**src/rtl/swmp_regs.svh**
```systemverilog
// Opcode fields, function codes and shift amounts of the word multiply and pack group
// ----------------------------------------------------------------------------
// ----------------------------------------------------------------------------
`ifndef SWMP_REGS_SVH
`define SWMP_REGS_SVH

`define SWMP_OPCODE           7'h7B
`define SWMP_SUBFUNC          3'h0
`define SWMP_OPC_LSB          0
`define SWMP_RD_LSB           7
`define SWMP_SUB_LSB          12
`define SWMP_RS1_LSB          15
`define SWMP_RS2_LSB          20
`define SWMP_FUNC_LSB         25
`define SWMP_F_BT_SH14        7'h3A
`define SWMP_F_BT_SH32        7'h3B
`define SWMP_F_TT             7'h3C
`define SWMP_F_TT_SH14        7'h3D
`define SWMP_F_TT_SH32        7'h3E
`define SWMP_F_PK_LL          7'h3F
`define SWMP_F_PK_LH          7'h40
`define SWMP_F_PK_HH          7'h41
`define SWMP_SHIFT14          14
`define SWMP_SHIFT32          32

`endif

```
**src/rtl/swmp_pkg.sv**
```systemverilog
// Types of the word multiply and pack group
package swmp_pkg;
  typedef enum logic [3:0] {
    SWMP_OP_NONE   = 4'h0,
    SWMP_OP_BT_S14 = 4'h1,
    SWMP_OP_BT_S32 = 4'h2,
    SWMP_OP_TT     = 4'h3,
    SWMP_OP_TT_S14 = 4'h4,
    SWMP_OP_TT_S32 = 4'h5,
    SWMP_OP_PK_LL  = 4'h6,
    SWMP_OP_PK_LH  = 4'h7,
    SWMP_OP_PK_HH  = 4'h8
  } swmp_op_t;
endpackage

```
**src/rtl/swmp_decode.sv**
```systemverilog
// Instruction decoder for the word multiply and pack group
`timescale 1ns/1ps
`include "swmp_regs.svh"
module swmp_decode (
  input  wire logic [31:0]      instr,
  output swmp_pkg::swmp_op_t    op,
  output logic                  hit,
  output logic [4:0]            rd_idx,
  output logic [4:0]            rs1_idx,
  output logic [4:0]            rs2_idx
);
  logic [6:0] func;
  logic       space;

  assign func    = instr[`SWMP_FUNC_LSB +: 7];
  assign rd_idx  = instr[`SWMP_RD_LSB +: 5];
  assign rs1_idx = instr[`SWMP_RS1_LSB +: 5];
  assign rs2_idx = instr[`SWMP_RS2_LSB +: 5];
  assign space   = (instr[`SWMP_OPC_LSB +: 7] == `SWMP_OPCODE) &&
                   (instr[`SWMP_SUB_LSB +: 3] == `SWMP_SUBFUNC);

  always_comb begin
    op = swmp_pkg::SWMP_OP_NONE;
    if (space) begin
      unique case (func)
        `SWMP_F_BT_SH14: op = swmp_pkg::SWMP_OP_BT_S14;
        `SWMP_F_BT_SH32: op = swmp_pkg::SWMP_OP_BT_S32;
        `SWMP_F_TT:      op = swmp_pkg::SWMP_OP_TT;
        `SWMP_F_TT_SH14: op = swmp_pkg::SWMP_OP_TT_S14;
        `SWMP_F_TT_SH32: op = swmp_pkg::SWMP_OP_TT_S32;
        `SWMP_F_PK_LL:   op = swmp_pkg::SWMP_OP_PK_LL;
        `SWMP_F_PK_LH:   op = swmp_pkg::SWMP_OP_PK_LH;
        `SWMP_F_PK_HH:   op = swmp_pkg::SWMP_OP_PK_HH;
        // Other functions belong to neighbouring units
        default:         op = swmp_pkg::SWMP_OP_NONE;
      endcase
    end
  end

  assign hit = (op != swmp_pkg::SWMP_OP_NONE);
endmodule

```
**src/rtl/swmp_mul32.sv**
```systemverilog
// Signed 32 by 32 multiplier giving a 64-bit product
`timescale 1ns/1ps
module swmp_mul32 (
  input  wire logic [31:0] a,
  input  wire logic [31:0] b,
  output logic [63:0]      p
);
  logic signed [63:0] a_ext;
  logic signed [63:0] b_ext;

  // Sign extension before the product keeps the upper half correct
  assign a_ext = {{32{a[31]}}, a};
  assign b_ext = {{32{b[31]}}, b};
  assign p     = a_ext * b_ext;
endmodule

```
**src/rtl/swmp_top.sv**
```systemverilog
// Word multiply and pack execution datapath with registered result
`timescale 1ns/1ps
`include "swmp_regs.svh"
module swmp_top (
  input  wire logic        clk,
  input  wire logic        sys_rst,
  input  wire logic        issue_valid,
  input  wire logic [31:0] instr,
  input  wire logic [63:0] rs1_val,
  input  wire logic [63:0] rs2_val,
  output logic             hit,
  output logic [4:0]       rs1_idx,
  output logic [4:0]       rs2_idx,
  output logic             wb_valid,
  output logic [4:0]       wb_rd,
  output logic [63:0]      wb_data,
  output logic             exc_raise
);
  // ----------------------------------------------------------------------------
  // Decode
  // ----------------------------------------------------------------------------
  swmp_pkg::swmp_op_t op;
  logic [4:0]         rd_idx;

  swmp_decode u_dec (
    .instr   (instr),
    .op      (op),
    .hit     (hit),
    .rd_idx  (rd_idx),
    .rs1_idx (rs1_idx),
    .rs2_idx (rs2_idx)
  );

  // ----------------------------------------------------------------------------
  // Operand selection and multiply
  // ----------------------------------------------------------------------------
  logic [31:0] mul_a;
  logic [31:0] mul_b;
  logic [63:0] prod;

  always_comb begin
    mul_a = rs1_val[63:32];
    mul_b = rs2_val[63:32];
    unique case (op)
      swmp_pkg::SWMP_OP_BT_S14: begin
        mul_a = rs1_val[31:0];
        mul_b = rs2_val[63:32];
      end
      swmp_pkg::SWMP_OP_BT_S32: begin
        // Low word by low word, although the name hints at a high word
        mul_a = rs1_val[31:0];
        mul_b = rs2_val[31:0];
      end
      default: begin
        mul_a = rs1_val[63:32];
        mul_b = rs2_val[63:32];
      end
    endcase
  end

  swmp_mul32 u_mul (
    .a (mul_a),
    .b (mul_b),
    .p (prod)
  );

  // ----------------------------------------------------------------------------
  // Result select
  // ----------------------------------------------------------------------------
  logic [63:0] res;
  logic [63:0] sh14;
  logic [63:0] sh32;

  assign sh14 = $signed(prod) >>> `SWMP_SHIFT14;
  assign sh32 = $signed(prod) >>> `SWMP_SHIFT32;

  always_comb begin
    res = 64'h0;
    unique case (op)
      swmp_pkg::SWMP_OP_BT_S14: res = sh14;
      swmp_pkg::SWMP_OP_BT_S32: res = sh32;
      swmp_pkg::SWMP_OP_TT:     res = prod;
      swmp_pkg::SWMP_OP_TT_S14: res = sh14;
      swmp_pkg::SWMP_OP_TT_S32: res = sh32;
      swmp_pkg::SWMP_OP_PK_LL:  res = {rs1_val[31:0], rs2_val[31:0]};
      swmp_pkg::SWMP_OP_PK_LH:  res = {rs1_val[31:0], rs2_val[63:32]};
      swmp_pkg::SWMP_OP_PK_HH:  res = {rs1_val[63:32], rs2_val[63:32]};
      default:                  res = 64'h0;
    endcase
  end

  // ----------------------------------------------------------------------------
  // Writeback register
  // ----------------------------------------------------------------------------
  logic        wb_valid_q;
  logic        wb_valid_d;
  logic [4:0]  wb_rd_q;
  logic [4:0]  wb_rd_d;
  logic [63:0] wb_data_q;
  logic [63:0] wb_data_d;

  always_comb begin
    wb_valid_d = issue_valid && hit;
    wb_rd_d    = wb_rd_q;
    wb_data_d  = wb_data_q;
    // Only the destination is written; no flags leave this unit
    if (issue_valid && hit) begin
      wb_rd_d   = rd_idx;
      wb_data_d = res;
    end
  end

  always_ff @(posedge clk) begin
    if (sys_rst) begin
      wb_valid_q <= 1'b0;
      wb_rd_q    <= 5'h00;
      wb_data_q  <= 64'h0;
    end else begin
      wb_valid_q <= wb_valid_d;
      wb_rd_q    <= wb_rd_d;
      wb_data_q  <= wb_data_d;
    end
  end

  assign wb_valid  = wb_valid_q;
  assign wb_rd     = wb_rd_q;
  assign wb_data   = wb_data_q;
  assign exc_raise = 1'b0;

  logic [63:0] e_bt14;
  logic [63:0] e_bt32;
  logic [63:0] e_tt;
  assign e_bt14 = ($signed({{32{rs1_val[31]}}, rs1_val[31:0]}) *
                   $signed({{32{rs2_val[63]}}, rs2_val[63:32]})) >>> 14;
  assign e_bt32 = ($signed({{32{rs1_val[31]}}, rs1_val[31:0]}) *
                   $signed({{32{rs2_val[31]}}, rs2_val[31:0]})) >>> 32;
  assign e_tt   = $signed({{32{rs1_val[63]}}, rs1_val[63:32]}) *
                  $signed({{32{rs2_val[63]}}, rs2_val[63:32]});

  // ----------------------------------------------------------------------------
  // Pack lane checks
  // ----------------------------------------------------------------------------
  // One pass per destination word; the upper word always comes from source one
  for (genvar ln = 0; ln < 2; ln++) begin : g_pack_chk
    logic [63:0] src_v;
    logic        take_hi;

    assign src_v   = (ln == 1) ? rs1_val : rs2_val;
    assign take_hi = (ln == 1) ? (op == swmp_pkg::SWMP_OP_PK_HH) :
                                 (op != swmp_pkg::SWMP_OP_PK_LL);

  end
endmodule

```
**config.mk**
```make
export PLATFORM = sky130hd
export DESIGN_NAME = swmp_top
export DESIGN_NICKNAME = d
export VERILOG_FILES = /design/src/rtl/swmp_pkg.sv /design/src/rtl/swmp_decode.sv /design/src/rtl/swmp_mul32.sv /design/src/rtl/swmp_top.sv
export VERILOG_INCLUDE_DIRS = /design/src /design/src/rtl
export SDC_FILE = /design/constraint.sdc
export NUM_CORES = 2
export LEC_CHECK = 0
export ABC_AREA = 1
export BUFFER_PORTS_ARGS = -buffer_cell sky130_fd_sc_hd__buf_4
export CELL_PAD_IN_SITES_DETAIL_PLACEMENT = 1
export CELL_PAD_IN_SITES_GLOBAL_PLACEMENT = 1
export CORE_MARGIN = 8
export CORE_UTILIZATION = 44
export DETAILED_ROUTE_END_ITERATION = 10
export PLACE_DENSITY_LB_ADDON = 0.1
export SLEW_MARGIN = 20
export SYNTH_ARGS = -nofsm -noshare
export SYNTH_HDL_FRONTEND = slang
export SYNTH_SLANG_ARGS = --single-unit
```
**constraint.sdc**
```tcl
create_clock -name clk -period 9.2 [get_ports clk]
set_clock_uncertainty 0.1 [all_clocks]
set_input_delay 0.46 -clock clk [delete_from_list [all_inputs] [get_ports clk]]
set_output_delay 0.46 -clock clk [all_outputs]
set_load 0.01 [all_outputs]
```
* Yosys cells after proc, flatten, opt, wreduce, memory -nomap -nowiden
Index checks and enable logic that the tools add are counted.
** Word-level totals
- Flip-flop bits (word level) :: 70
- Logic and storage cells :: 33
- Output and inout bits :: 82
** Cells by class
- Multiply operators :: 1
- Reduce and logical (&&, ||, !) cells :: 7
- Muxes and demuxes :: 5
- Equal/unequal tests :: 17
** Operator list (number)
- $pmux 64 s6 :: 1
- $mul 32x32->64 :: 1
- $mux 32 :: 2
- $eq 7x6->1 const B :: 6
- $pmux 4 s8 :: 1
- $eq 7x7->1 const B :: 3
- $eq 4x3->1 const B :: 4
- $eq 4x2->1 const B :: 2
- $reduce_or 2->1 :: 3
- $eq 4x1->1 const B :: 1
- $eq 4x4->1 const B :: 1
- $mux 4 :: 1
- $reduce_bool 4->1 :: 1
- $logic_not 3->1 :: 1
- $logic_and 1x1->1 :: 2

* Depth between registers and ports, before layout
- Depth in word-level cells :: 8
- Gate-level depth with buffers :: 51
- Mapped depth without buffers :: 47

* Modules after synthesis
Synthesis repeated with hierarchy kept, for this count alone.
** Second synthesis, totals
- Cell total of the unflattened synthesis :: 6061
- Area total of the unflattened synthesis :: 44762.9 µm²
** By module, submodules not included
- swmp_mul32 :: sequential area each 0.0 µm², cells an instance 5023, area each 38841.0 µm², times used 1
- swmp_top :: sequential area each 1401.3 µm², cells an instance 954, area each 5509.0 µm², times used 1
- swmp_decode :: sequential area each 0.0 µm², cells an instance 84, area each 412.9 µm², times used 1

* Worst setup path after synthesis
OpenSTA, ideal clock, no wires.
- Path kind :: input port to flip-flop
- Start :: input instr[3]
- End :: register wb_data_q[37], in the netlist wb_data[37]
- Required time :: 8.968 ns
- Path slack :: 0.288 ns
- Cell stages on the path :: 39
- Arrival time :: 8.680 ns
- Path buffers :: 3
- Cell sequence :: inv_1 -> nor2_1 -> nand3_1 -> nor3_4 -> inv_1 -> nor2_1 -> nand3_1 -> nand2_4 -> inv_2 -> buf_4 -> nand2_1 -> nand2_2 -> buf_2 -> nor2_1 -> fa_1 -> fa_1 -> fa_1 -> fa_1 -> (+3 left out) -> fa_1 -> inv_1 -> fa_1 -> inv_1 -> fa_1 -> ha_1 -> nand2_1 -> nor2_1 -> nand2_1 -> nor3_1 -> nand2_1 -> nand2_1 -> nand2_1 -> nand3_4 -> buf_2 -> nand3_1 -> nand2_1 -> a21oi_1
** On the way
- Longest elaborated chain between the ends :: 8
- Elaborated cells on any way between the ends :: 20
- Classes of those cells :: 1 x mul; 9 x eq/ne; 4 x mux; 6 x reduce/logical
** Ends and longest elaborated chain
- start, declared :: RTL line swmp_top.sv:8 : input wire logic [31:0] instr,
- $eq 7x7->1 (no source line) *
- $logic_and 1x1->1 * :: RTL line swmp_decode.sv:19 : assign space = (instr[`SWMP_OPC_LSB +: 7] == `SWMP_OPCODE) &&
- $mux 4 * :: RTL line swmp_decode.sv:24 : if (space) begin
- $eq 4x2->1 / $eq 4x1->1 (equally long branches) :: RTL line swmp_top.sv:44, swmp_top.sv:79
- $reduce_or 2->1 (no source line)
- $mux 32 :: RTL line swmp_top.sv:44 : unique case (op)
- $mul 32x32->64 :: RTL line swmp_mul32.sv:14 : assign p = a_ext * b_ext;
- $pmux 64 s6 :: RTL line swmp_top.sv:79 : unique case (op)
- end signal, assigned :: RTL line swmp_top.sv:121 : wb_data_q <= wb_data_d;
- end, declared :: RTL line swmp_top.sv:99 : logic [63:0] wb_data_q;
Mark *: on every way between the ends. The rest lies on a longest branch, timed or not.
A chain may end at the register's enable or synchronous reset.

* Worst setup path in the final report
- Start :: input instr[2]
- End :: register wb_data_q[58], in the netlist wb_data[58]
The elaborated chain is that of the path after synthesis.

==> metrics.yaml <==
worst_setup_path:
  reg2regPathDepth: 2
  crit_fanout: 11
  crit_cells: 49
  cp-start-kind: "input port"
  rrSetupSlack_ps: 8330
  regToRegEndpoint: "wb_data[38]"
  crit_top_cell: "inv_1"
  critPathSlowestCell: "fa_1"
  critPathBufInv: 18
  r2r-start: "wb_data[38]"
  crit_end: "wb_data[58]"
  cpLargestDelayFamily: "adder cells"
  critPathKind: "in -> reg"
  startpoint: "instr[2]"
  endpoint_kind: "flop"
  required_ps: 9290
  cp_data_arrival_time_ps: 9130
  critPathMaxStageDelay_ps: 610
detailed_routing:
  drtPass1Iterations: 5
  final_antenna_net_count: 0
  num_vias: 41121
  wl_um: 193000
  drt_iter0_markers: 3152
  drc: 0
  via_per_inst: 5.40
  drt-wirelength-per-cell_um: 25.4
logic_synthesis:
  ys_seq_area_share_pct: 3.22
  syn-num-nets: 7142
  synth_seq_cells: 70
  syn_area_um2: 43500
  avgSynthCellArea_um2: 7.62
  synthCells: 5713
  synth_cell_types: 38
  ys_warn_count: 0
sta:
  slew_headroom_pct: 28.5
  setup_tns_ps: 0
  min_period_ps: 9040
  timing.fmax_ghz: 0.111
  setup_ws_ps: 161
  final-setup-viol-count: 0
  hold_viol: 0
  worst_pin_slew_ps: 1070
  finalCritPeriodShare_pct: 98.3
  finalMaxSlewViolations: 0
clocking:
  postCtsHoldBufs: 0
  htree_levels: 3
  cts-buffers-inserted: 9
  cts_max_path_buffers: 2
  cts_tree: "done"
  clk_latency_ps: 350
  path_clk_slew_ps: 60
  clock_sinks: 70
  ctsRootBufferMaster: "clkbuf_16"
place:
  preCtsSetupSlack_ps: -301
  hpwl_um: 165000
  port_buffers: 223
  place_congestion: 0.996
hold_path:
  min_path_cells: 3
  hp-class: "in -> reg"
final_layout:
  syn2layout_area_growth_pct: 20.6
  drive_gt1_share_pct: 17.7
  final_cell_mix: "1371 x inv_1, 1371 x nand2_1, 1061 x fa_1"
  fillers: 12225
  finalNetCount: 7744
floorplan:
  num_io_pins: 245
  die-height_um: 330
  die_x_um: 330
  rows: 115
  start_util_pct: 44.3
  die_area_um2: 109000
  core_um2: 98100
status:
  status: "complete, no violations"
run:
  drv_cap: 0
global_route:
  grt_pass1_vias: 45400
  grt_pass1_wl_um: 283000
  antenna_found_initial: 5
  grt_usage_pct: 34.9
  grt_overflow: 0
  grt_max_degree: 71
-- state kept, by name (all words and copies together), names as in the netlist --
signal    cells
wb_rd         5
wb_data      64
wb_valid      1
-- cells by family after synthesis --
kind of cell             count (synthesis)  synth area share (%)
buffers and inverters                 1646                  15.3
AND/OR/NAND/NOR                       2447                  22.5
other                                    1               0.00862
flip-flops                              70                  3.22
AO/OA/AOI/OAI                          261                  3.44
adder cells (fa/ha/maj)               1266                  55.1
XOR/XNOR                                22                 0.443
-- worst register-to-register path, stage by stage, from the launching register on --
cell	delay [ps]
dfxtp_1	410
nand2_1	90
a21oi_1	190
-- cell usage after synthesis, drive strengths merged --
cell type | n | area (µm²)
o21bai | 4 | 33.8
xnor2 | 6 | 52.6
o22ai | 32 | 200
clkbuf | 34 | 128
nor3 | 11 | 66.3
nor2 | 742 | 2860
xor2 | 16 | 140
inv | 1431 | 5370
buf | 181 | 1150
nand3 | 217 | 1110
o21ai | 59 | 299
and2 | 2 | 12.5
a21o | 1 | 7.51
nand2 | 1431 | 5450
dfxtp | 70 | 1400
nand4 | 32 | 206
a21oi | 158 | 903
a22oi | 7 | 52.6
ha | 184 | 2300
fa | 1082 | 21700
conb | 1 | 3.75
nand3b | 12 | 90.1
-- through the flow --
| stage | cells | hold WS [ps] | area [µm²] | utilization (%) |
|---|---|---|---|---|
| finish | 7610 | 268 | 52500 | 53.5 |
| global route | 7607 | 284 | 52500 | 53.5 |
| CTS | 7575 | 263 | 51200 | 52.2 |
| detailed placement | 7559 | 360 | 50900 | 51.8 |
| global placement | 7559 | 349 | 50900 | 51.8 |
| floorplan | 5713 | 384 | 43500 | - |
-- per-layer routing --
layer,global-route usage [%],share of wire (%),vias to the layer above
met5,0,0.0067,-
met2,57.5,47,1722
met1,45.4,39,21363
li1,-,-,17562
met4,15.7,6.1,2
met3,5.23,7.7,472
-- area by class of cell --
type | instances | area [µm²] | area share, %
inverters | 1431 | 5400 | 10.3
repair buffers | 804 | 7460 | 14.2
flip-flops and latches | 70 | 1400 | 2.67
well taps | 1287 | 1610 | 3.07
clock inverters | 5 | 105 | 0.200
multi-input cells | 3999 | 36200 | 69.1
diodes | 3 | 7.51 | 0.0143
clock buffers | 11 | 253 | 0.482
-- worst min path at each step --
stage,from,endpoint,slack (ps)
2_1_floorplan,wb_rd[0],wb_rd[0],380
3_3_place_gp,wb_rd[4],wb_rd[4],350
3_5_place_dp,wb_data[16],wb_data[16],360
4_1_cts,instr[8],wb_rd[1],260
5_1_grt,instr[11],wb_rd[4],280
6_report,instr[8],wb_rd[1],270
-- repair_timing --
item / 4_1_cts / 5_1_grt
pin swaps: 0 / 47
setup endpoints to repair: 1 / 64
resized for setup: 1 / 225
gates cloned: 0 / 9
setup buffers: 0 / 23
Power is left out: the tool's default activity adds up to more than one toggle a clock period on the data nets, which glitch-free logic cannot reach.
